**src/chdiv_pkg.sv**
```systemverilog
package chdiv_pkg;

  // ==========================================================
  // Register map
  localparam logic [8:0] CHDIV_OFS_PHASE = 9'h196;
  localparam logic [8:0] CHDIV_OFS_CTRL = 9'h197;
  localparam logic [8:0] CHDIV_OFS_ROUTE = 9'h198;
  localparam logic [8:0] CHDIV_OFS_RATIO = 9'h1E0;
  localparam logic [8:0] CHDIV_OFS_INPUT = 9'h1E1;
  localparam logic [8:0] CHDIV_OFS_UPDATE = 9'h232;
  localparam logic [8:0] CHDIV_OFS_STATUS = 9'h1F0;

  // ==========================================================
  // Reset values
  localparam logic [7:0] CHDIV_RST_PHASE = 8'h00;
  localparam logic [7:0] CHDIV_RST_CTRL = 8'h00;
  localparam logic [7:0] CHDIV_RST_ROUTE = 8'h00;
  localparam logic [7:0] CHDIV_RST_RATIO = 8'h02;
  localparam logic [7:0] CHDIV_RST_INPUT = 8'h00;

  // ==========================================================
  // Field positions
  localparam int CHDIV_LOW_LSB = 4;
  localparam int CHDIV_HIGH_LSB = 0;
  localparam int CHDIV_BYPASS_BIT = 7;
  localparam int CHDIV_NOSYNC_BIT = 6;
  localparam int CHDIV_FORCE_BIT = 5;
  localparam int CHDIV_START_BIT = 4;
  localparam int CHDIV_OFFSET_LSB = 0;
  localparam int CHDIV_DIRECT_BIT = 1;
  localparam int CHDIV_DCC_OFF_BIT = 0;
  localparam int CHDIV_PD_INPUT_BIT = 4;
  localparam int CHDIV_PD_IFACE_BIT = 3;
  localparam int CHDIV_PD_SRC_BIT = 2;
  localparam int CHDIV_SEL_VCO_BIT = 1;
  localparam int CHDIV_PRE_BYP_BIT = 0;
  localparam int CHDIV_UPDATE_BIT = 0;

  // Input select field values for direct routing
  localparam logic [1:0] CHDIV_SEL_DIRECT_VCO = 2'b10;
  localparam logic [1:0] CHDIV_SEL_DIRECT_EXT = 2'b00;
  // Prescaler: code 0 divides by 2, codes above this are static
  localparam logic [2:0] CHDIV_RATIO_BASE = 3'h2;
  localparam logic [2:0] CHDIV_RATIO_MAX_CODE = 3'h4;

  // ==========================================================
  // Types
  typedef enum logic [1:0] {
    CHDIV_ST_HOLD = 2'b00,
    CHDIV_ST_OFFSET = 2'b01,
    CHDIV_ST_RUN = 2'b11
  } chdiv_state_e;

  typedef struct packed {
    logic [7:0] phase;
    logic [7:0] ctrl;
    logic [7:0] route;
    logic [7:0] ratio;
    logic [7:0] input_sel;
  } chdiv_regs_s;

  typedef struct packed {
    logic [8:0] addr;
    logic [7:0] wdata;
    logic wr;
    logic rd;
  } chdiv_bus_s;

  typedef struct packed {
    chdiv_regs_s buf_r;
    chdiv_regs_s act;
    logic update_pend;
    logic [2:0] sync_pipe;
    logic sync_active;
    chdiv_state_e st;
    logic [3:0] cnt;
    logic [2:0] pre_cnt;
    logic pre_tick;
    logic div_level;
    logic out_first;
    logic out_second;
    logic [7:0] rdata;
    logic [4:0] pd;
  } chdiv_state_s;

endpackage

```
**src/chdiv_top.sv**
```systemverilog
// Notes on behaviour
// - Low phase lasts low field plus one.
// - High phase lasts high field plus one.
// - Bypass bit passes input straight through.
// - Nosync bit makes divider ignore sync.
// - Force bit sets static level with nosync.
// - Start-high bit picks the first level.
// - Phase offset delays start by nibble prescaler ticks.
// - Direct bit routes VCO or external clock.
// - Routing bit 0 disables duty correction.
// - Prescaler divides 2 to 6, else static.
// - Bit 4 powers down clock input section.
// - Bit 3 powers down VCO interface.
// - Bit 2 powers down VCO and input.
// - Bit 1 selects VCO or external clock.
// - Bit 0 bypasses the prescaler.
// - Settings act only after update bit.
//
// Strobed register access was decided locally.
`timescale 1ns/100ps
module chdiv_top
  import chdiv_pkg::*;
(
  // Clock and reset
  input wire logic sys_clk_in,
  input wire logic reset_in,
  // Register port
  input wire logic [8:0] reg_addr_in,
  input wire logic [7:0] reg_wdata_in,
  input wire logic reg_wr_in,
  input wire logic reg_rd_in,
  output logic [7:0] reg_rdata_out,
  // Source clock events, one pulse per source clock cycle
  input wire logic vco_tick_in,
  input wire logic ext_clk_tick_in,
  // Chip-level sync pin, low holds the divider
  input wire logic sync_n_in,
  // Output pair and power controls
  output logic pair_c_first_output_out,
  output logic pair_c_second_output_out,
  output logic duty_correction_enable_out,
  output logic pd_input_section_out,
  output logic pd_vco_iface_out,
  output logic pd_sources_out,
  output logic divider_powered_down_out
);

  chdiv_state_s s_q;
  chdiv_state_s s_d;
  chdiv_bus_s bus;
  chdiv_regs_s a;
  logic src_tick;
  logic src_alive;
  logic [3:0] low_len;
  logic [3:0] high_len;
  logic [1:0] sel_field;
  logic direct_on;
  logic direct_tick;
  logic sync_obeyed;
  logic forced;
  logic [7:0] rd_val;

  always_comb
  begin
    bus.addr = reg_addr_in;
    bus.wdata = reg_wdata_in;
    bus.wr = reg_wr_in;
    bus.rd = reg_rd_in;
  end

  assign a = s_q.act;
  assign low_len = a.phase[CHDIV_LOW_LSB +: 4];
  assign high_len = a.phase[CHDIV_HIGH_LSB +: 4];
  assign sel_field = {a.input_sel[CHDIV_SEL_VCO_BIT], a.input_sel[CHDIV_PRE_BYP_BIT]};

  // ==========================================================
  // Source selection and power-down gating
  always_comb
  begin
    src_alive = !a.input_sel[CHDIV_PD_INPUT_BIT] && !a.input_sel[CHDIV_PD_SRC_BIT];
    if (a.input_sel[CHDIV_SEL_VCO_BIT])
    begin
      src_tick = vco_tick_in && src_alive && !a.input_sel[CHDIV_PD_IFACE_BIT];
    end
    else
    begin
      src_tick = ext_clk_tick_in && src_alive;
    end
    direct_on = 1'b0;
    direct_tick = 1'b0;
    if (a.route[CHDIV_DIRECT_BIT])
    begin
      // Code 01b leaves the divider path in place
      if (sel_field == CHDIV_SEL_DIRECT_VCO)
      begin
        direct_on = 1'b1;
        direct_tick = src_tick;
      end
      else if (sel_field == CHDIV_SEL_DIRECT_EXT)
      begin
        direct_on = 1'b1;
        direct_tick = src_tick;
      end
    end
    sync_obeyed = !a.ctrl[CHDIV_NOSYNC_BIT];
    forced = a.ctrl[CHDIV_NOSYNC_BIT] && a.ctrl[CHDIV_FORCE_BIT];
  end

  // ==========================================================
  // Read mux shows buffered settings, not active ones
  always_comb
  begin
    case (bus.addr)
      CHDIV_OFS_PHASE: rd_val = s_q.buf_r.phase;
      CHDIV_OFS_CTRL: rd_val = s_q.buf_r.ctrl;
      CHDIV_OFS_ROUTE: rd_val = s_q.buf_r.route;
      CHDIV_OFS_RATIO: rd_val = s_q.buf_r.ratio;
      CHDIV_OFS_INPUT: rd_val = s_q.buf_r.input_sel;
      CHDIV_OFS_STATUS: rd_val = {3'h0, s_q.sync_active, s_q.st, s_q.pre_tick, s_q.div_level};
      default: rd_val = 8'h00;
    endcase
  end

  // ==========================================================
  // Next state
  always_comb
  begin
    s_d = s_q;
    s_d.rdata = bus.rd ? rd_val : s_q.rdata;
    // Buffer writes
    if (bus.wr)
    begin
      case (bus.addr)
        CHDIV_OFS_PHASE: s_d.buf_r.phase = bus.wdata;
        CHDIV_OFS_CTRL: s_d.buf_r.ctrl = bus.wdata;
        CHDIV_OFS_ROUTE: s_d.buf_r.route = {6'h00, bus.wdata[1:0]};
        CHDIV_OFS_RATIO: s_d.buf_r.ratio = {5'h00, bus.wdata[2:0]};
        CHDIV_OFS_INPUT: s_d.buf_r.input_sel = {3'h0, bus.wdata[4:0]};
        default: s_d.buf_r = s_q.buf_r;
      endcase
    end
    // Update bit self-clears; transfer on the following edge
    s_d.update_pend = bus.wr && (bus.addr == CHDIV_OFS_UPDATE) && bus.wdata[CHDIV_UPDATE_BIT];
    if (s_q.update_pend)
    begin
      s_d.act = s_q.buf_r;
    end

    // Three-stage sync input; second and third must agree
    s_d.sync_pipe = {s_q.sync_pipe[1:0], !sync_n_in};
    if (s_q.sync_pipe[2] == s_q.sync_pipe[1])
    begin
      s_d.sync_active = s_q.sync_pipe[2];
    end

    // Prescaler
    s_d.pre_tick = 1'b0;
    if (a.input_sel[CHDIV_PRE_BYP_BIT])
    begin
      s_d.pre_tick = src_tick;
      s_d.pre_cnt = 3'h0;
    end
    else if (a.ratio[2:0] > CHDIV_RATIO_MAX_CODE)
    begin
      s_d.pre_cnt = 3'h0;
    end
    else if (src_tick)
    begin
      if (s_q.pre_cnt >= a.ratio[2:0] + CHDIV_RATIO_BASE - 3'h1)
      begin
        s_d.pre_cnt = 3'h0;
        s_d.pre_tick = 1'b1;
      end
      else
      begin
        s_d.pre_cnt = s_q.pre_cnt + 3'h1;
      end
    end

    // Channel divider
    case (s_q.st)
      CHDIV_ST_HOLD:
      begin
        s_d.div_level = a.ctrl[CHDIV_START_BIT];
        s_d.cnt = a.ctrl[CHDIV_OFFSET_LSB +: 4];
        if (!(s_q.sync_active && sync_obeyed))
        begin
          s_d.st = CHDIV_ST_OFFSET;
        end
      end
      CHDIV_ST_OFFSET:
      begin
        if (s_q.cnt == 4'h0)
        begin
          s_d.st = CHDIV_ST_RUN;
          s_d.cnt = a.ctrl[CHDIV_START_BIT] ? high_len : low_len;
        end
        else if (s_q.pre_tick)
        begin
          s_d.cnt = s_q.cnt - 4'h1;
        end
      end
      CHDIV_ST_RUN:
      begin
        if (s_q.pre_tick)
        begin
          if (s_q.cnt == 4'h0)
          begin
            // Each phase lasts field plus one prescaler ticks
            s_d.div_level = !s_q.div_level;
            s_d.cnt = s_q.div_level ? low_len : high_len;
          end
          else
          begin
            s_d.cnt = s_q.cnt - 4'h1;
          end
        end
      end
      default:
      begin
        s_d.st = CHDIV_ST_HOLD;
      end
    endcase
    if ((s_q.sync_active && sync_obeyed) || s_q.update_pend)
    begin
      // Settings change or sync restarts from the start level
      s_d.st = CHDIV_ST_HOLD;
    end

    // Output pair
    if (direct_on)
    begin
      if (direct_tick)
      begin
        s_d.out_first = !s_q.out_first;
      end
    end
    else if (forced)
    begin
      s_d.out_first = 1'b1;
    end
    else if (a.ctrl[CHDIV_BYPASS_BIT])
    begin
      if (s_q.pre_tick)
      begin
        s_d.out_first = !s_q.out_first;
      end
    end
    else
    begin
      s_d.out_first = s_d.div_level;
    end
    s_d.out_second = !s_d.out_first;

    s_d.pd = {!a.route[CHDIV_DCC_OFF_BIT], a.input_sel[CHDIV_PD_INPUT_BIT],
              a.input_sel[CHDIV_PD_IFACE_BIT], a.input_sel[CHDIV_PD_SRC_BIT],
              a.ctrl[CHDIV_BYPASS_BIT]};
  end

  // ==========================================================
  // State register
  always_ff @(posedge sys_clk_in or posedge reset_in)
  begin
    if (reset_in)
    begin
      s_q <= '{buf_r: '{CHDIV_RST_PHASE, CHDIV_RST_CTRL, CHDIV_RST_ROUTE, CHDIV_RST_RATIO, CHDIV_RST_INPUT},
               act: '{CHDIV_RST_PHASE, CHDIV_RST_CTRL, CHDIV_RST_ROUTE, CHDIV_RST_RATIO, CHDIV_RST_INPUT},
               update_pend: 1'b0, sync_pipe: 3'h0, sync_active: 1'b0, st: CHDIV_ST_HOLD,
               cnt: 4'h0, pre_cnt: 3'h0, pre_tick: 1'b0, div_level: 1'b0,
               out_first: 1'b0, out_second: 1'b1, rdata: 8'h00, pd: 5'h10};
    end
    else
    begin
      s_q <= s_d;
    end
  end

  assign reg_rdata_out = s_q.rdata;
  assign pair_c_first_output_out = s_q.out_first;
  assign pair_c_second_output_out = s_q.out_second;
  assign duty_correction_enable_out = s_q.pd[4];
  assign pd_input_section_out = s_q.pd[3];
  assign pd_vco_iface_out = s_q.pd[2];
  assign pd_sources_out = s_q.pd[1];
  assign divider_powered_down_out = s_q.pd[0];

endmodule

```
**config.mk**
```make
export PLATFORM = sky130hd
export DESIGN_NAME = chdiv_top
export DESIGN_NICKNAME = d
export VERILOG_FILES = /design/src/chdiv_pkg.sv /design/src/chdiv_top.sv
export SDC_FILE = /design/constraint.sdc
export NUM_CORES = 1
export LEC_CHECK = 0
export CAP_MARGIN = 30
export CORE_AREA = 8 8 111 82
export DETAILED_ROUTE_END_ITERATION = 8
export DIE_AREA = 0 0 119 90
export DONT_BUFFER_PORTS = 1
export HOLD_SLACK_MARGIN = 0.1
export PLACE_DENSITY = 0.71
export REMOVE_ABC_BUFFERS = 1
export SETUP_SLACK_MARGIN = 0.05
export SLEW_MARGIN = 0
export SYNTH_ARGS = -nofsm -noshare
export SYNTH_HDL_FRONTEND = slang
export SYNTH_SLANG_ARGS = --single-unit
```
**constraint.sdc**
```tcl
create_clock -name sys_clk_in -period 3 [get_ports sys_clk_in]
set_input_delay 0.75 -clock sys_clk_in [delete_from_list [all_inputs] [get_ports sys_clk_in]]
set_output_delay 0.75 -clock sys_clk_in [all_outputs]
set_load 0.1 [all_outputs]
```
# Word level (Yosys, flattened, before mapping)
# Index checks and enable logic that the tools add are counted.
[word_totals] register_bits=83 input_bits=24 elab_cells=107
[op_classes] addsub=4 n_lt_le_gt_ge=2 n_eq_ne=16 n_mux=33 n_reduce_logical=30
[ops] op="== test 9 bit (second input constant)" n=6
[ops] op="one-hot mux 8 bit (6 select lines)" n=1
[ops] op="2-to-1 mux 4 bit" n=8
[ops] op="2-to-1 mux 1 bit" n=16
[ops] op="one-hot mux 4 bit (3 select lines)" n=1
[ops] op="AND reduction 2 bit" n=5
[ops] op="== test 9 x 6 -> 1 bit (second input constant)" n=1
[ops] op="logical NOT 1 bit" n=9
[ops] op="!= test 3 bit (second input constant)" n=3
[ops] op="logical AND 1 bit" n=8
[ops] op="2-to-1 mux 2 bit" n=3
[ops] op="2-to-1 mux 3 bit" n=2
[ops] op="one-hot mux 2 bit (3 select lines)" n=1
[ops] op="AND reduction 3 bit" n=2
[ops] op="nonzero test 3 bit" n=2
[ops] op="== test 2 bit (second input constant)" n=2
[ops] op="logical NOT 2 bit" n=2
[ops] op="logical NOT 4 bit" n=1
[ops] op="!= test 2 bit (second input constant)" n=2
[ops] op="subtractor 4 x 1 -> 4 bit (second input constant)" n=1
[ops] op="adder 3 x 1 -> 3 bit (second input constant)" n=1
[ops] op="adder 3 x 2 -> 3 bit (second input constant)" n=1
[ops] op=">= comparator 3 bit" n=1
[ops] op="> comparator 3 bit (second input constant)" n=1
[ops] op="other kinds (5)" n=5

# Longest topological paths before layout
[logic_depth] ltp_word=11 depth_mapped=8 ltp_nobuf=8

# Worst setup path before layout
# OpenSTA, ideal clock, no wires.
[synth_path] kind="input port to flip-flop" startpoint="input port reg_addr_in[3]" endpoint="register s_q[71] (netlist bit)" setup_time_ps=125 arrival_ps=1937 required_ps=2875 path_slack_ps=938 cell_stages=5 path_buffers=1 cell_sequence="nand4b_4 > nor4b_4 > and3_1 > buf_6 > mux2_4"
[synth_between] elab_chain_len=2
[synth_lines] item="start, declared" line_no="chdiv_top.sv:28" rtl="input wire logic [8:0] reg_addr_in,"
[synth_lines] item="== test 9 bit" line_no="chdiv_top.sv:133" rtl="case (bus.addr)"
[synth_lines] item="AND reduction 2 bit (no line)"
[synth_lines] item="end signal, assigned" line_no="chdiv_top.sv:266" rtl="s_q <= '{buf_r: '{CHDIV_RST_PHASE, CHDIV_RST_CTRL, CHDIV_RST_ROUTE, CHDIV_RST_RATIO, CHDIV_RST_INPUT},"
[synth_lines] item="end, declared" line_no="chdiv_top.sv:48" rtl="chdiv_state_s s_q;"
# Every way passes these cells.
# A chain may end at the register's enable or synchronous reset.

==> results.yml <==
sta:
  relSlewSlack: 0.3913
  fmax_mhz: 473.5
  fin_crit_ns: 2.112
  drv_slew: 0
  final.period_utilization: 0.7039
  timing.final.setup_violations: 0
  layout_setup_ws_ns: 0.8882
  fin_hold_ws_ns: 0.3592
  skew_ns: 0.01165
  finalHoldViolations: 0
  grt_setup_unrepaired: "false"
  setup_total_negative_slack_ns: 0
  tightestPinTransition_ns: 0.9130
drt:
  topRoutingLayerUsed: "met4"
  drt_iter0_markers: 165
  routed_vias_inst: 5.862
  wire_per_inst_um: 19.61
  detail_route.wirelength.met1_um: 4384
  dr_total_vias: 2544
  detail_route.wirelength_um: 8511
  drc_errors: 0
  detailed_route_wirelength_on_metal2_um: 3457
  detailedRoute.firstPassIterationCount: 4
  met3_length_um: 593
  antenna_violating_nets_post_route: 0
floorplanning:
  die_height_um: 90
  placeableCoreArea_mm2: 0.007533
  row_count: 27
  io_pins: 39
  die-width_um: 119
  die-area_mm2: 0.01071
  start_util: 0.5423
logic_synthesis:
  netlist.top_cell.by_area: "dfrtp_1"
  ys_seq_elements: 83
  synthesis.area_mm2: 0.004085
  yosys_most_used_dff: "dfrtp_1"
  synth_sequential_area_ratio: 0.5096
  synth.cells.most_frequent: "dfrtp_1 (79), mux2_2 (30), mux2_1 (22), inv_1 (18), ha_1 (13)"
  synthCells: 329
  netlist_top_cells_area: "dfrtp_1 (48%), mux2_2 (8.3%), mux2_1 (6.1%), ha_1 (4.0%), dfstp_2 (2.6%)"
  number_of_enable_flip_flop_cells_after_synthesis: 0
  postSynthAreaPerCell_um2: 12.42
  synth_async_sr_flop_share: 1.000
  synth_largest_type_area_fraction: 0.4839
  ys_warn_count: 0
  yosysMostFrequentCell: "dfrtp_1"
  yosysUniqueCellTypes: 57
cells_and_area:
  final_nets: 365
  drive_above_1_share: 0.2132
  count_of_filler_cells_inserted_in_the_layout: 612
  area_growth_pct: 7.167
  antenna_cells: 0
  layout.cell_area.non_filler_mm2: 0.004378
cts:
  postCtsSetupBuffers: 0
  clk_pin_slew_worst_paths_ns: 0.09
  clk-insertion-delay-late_ns: 0.35
  cts_max_level: 3
  post_cts_resize_count: 0
  cts.hold.buffers_added: 0
  cts_num_sinks: 83
  tritoncts_buffers: 9
  tritoncts_clock_tree: "done"
  clockRootBuffer: "clkbuf_8"
  cts.path.max_buffers: 2
critical_path:
  crit_path_cell_trace: "inv_1 > ha_1 > nor3b_2 > a21oi_1 > o41ai_1 > a22oi_1"
  worst_path_max_fanout: 7
  timing.critical_path.buf_inv: 1
  endpoint_kind: "flop"
  arrival_time_of_data_at_the_critical_path_endpoint_ns: 2.33
  worst-endpoint-required_ns: 3.22
  worst_path_dominant_cell_family: "compound AO/OA/AOI/OAI gates"
  critPathSlowestCell: "o41ai_1"
  setup.worst_path.class: "flop to flop"
  crit_path_max_incr_delay_ns: 0.49
  timing.critical_path.from_type: "flop"
placed_design:
  portBuffers: 0
  hpwlAfterDp_um: 6274
  routabilityCongestion: 0.8424
  placedInstanceArea_mm2: 0.004141
  preCtsSetupSlack_ns: 0.7457
job:
  maxCapViolations: 0
grt:
  grt_max_degree: 44
  grt_pass1_vias: 2519
  grt_first_pass_wirelength_um: 13720
  gr_ovfl_total: 0
  grt_use_total: 0.1628
  antenna_found_initial: 0
power_and_ir_drop:
  p_leak_nw: 2.054
  p_per_area_mw_per_mm2: 646.9
  vdd.ir_drop.worst_mv: 0.2995
  report.power.total_w: 0.002832
worst_hold_path:
  worst_hold_path_type: "flop to flop"
outcome:
  run_status: "finished clean"
[cells by family (layout without fill, tap and decap cells)]
family          Yosys count  after routing  synth area share
buf+inv                  35             39           0.04625
xor+xnor                  4              4          0.008575
flops                    83             83            0.5096
simple gates             69             69            0.1133
mux                      63             63            0.1764
compound gates           61             61            0.1035
fa+ha+maj                14             14           0.04227
[final cells by class]
cell class / count / area (um^2) / area share
clock inverter: 5 / 85.08 / 0.01943
sequential: 83 / 2082 / 0.4756
timing repair buffer: 5 / 50.05 / 0.01143
multi-input combinational: 211 / 1814 / 0.4144
inverter: 18 / 68.82 / 0.01572
tap: 101 / 126.4 / 0.02887
clock buffer: 11 / 151.4 / 0.03458
[where the power goes]
group / leakage, nW / total [W] / internal (W) / switching (W)
combinational: 0.822 / 0.000568 / 0.000243 / 0.000325
clock: 0.116 / 0.000932 / 0.000517 / 0.000415
sequential: 1.12 / 0.00133 / 0.00120 / 0.000136
[metal layers]
metal,up-vias,GRT usage
li1,1190,-
met1,1263,0.2394
met2,83,0.2212
met3,8,0.05247
met4,0,0.04722
met5,-,0
[registers in the layout (all words and copies together), names as in the netlist, 2 cells and up]
signal and cells:
reg_rdata_out 8, s_q 40, a 26, s_d 2
[worst register-to-register path: stages (launching register included)]
cell     delay (ns)
dfrtp_1        0.44
inv_1          0.11
ha_1           0.17
nor3b_2        0.43
a21oi_1        0.17
o41ai_1        0.49
a22oi_1        0.18
[final timing paths]
kind,startpoint,end,slack (ns),cells past startpoint
worst max-delay path,s_q[20],pair_c_first_output_out,0.89,6
worst min-delay path,s_d[28],s_d[29],0.36,0
worst max register to register,s_q[20],pair_c_first_output_out,0.89,6
worst min register to register,s_d[28],s_d[29],0.36,0
max in group asynchronous,reset_in,pair_c_second_output_out,1.92,2
min in group asynchronous,reset_in,a[1],0.37,1
[cells in the final DEF (no fill, tap or decap), types with 6 or more instances in the layout]
master	Yosys	layout
dfrtp_1	79	79
o21ai_0	9	9
mux2i_1	6	6
a21boi_0	6	6
mux2_2	30	30
clkbuf_8	0	11
nand3_1	8	8
ha_1	13	13
nor2_1	11	11
nand2_1	11	11
a31oi_1	8	8
nor3_1	6	6
mux2_1	22	22
a21oi_1	12	12
inv_1	18	17
[per-stage QoR]
step / std cells / utilization
4_1_cts: 434 / 0.5811
3_5_place_dp: 418 / 0.5497
6_report: 434 / 0.5811
2_1_floorplan: 312 / -
5_1_grt: 434 / 0.5811
3_3_place_gp: 418 / 0.5497
(Power assumes the default switching activity.)
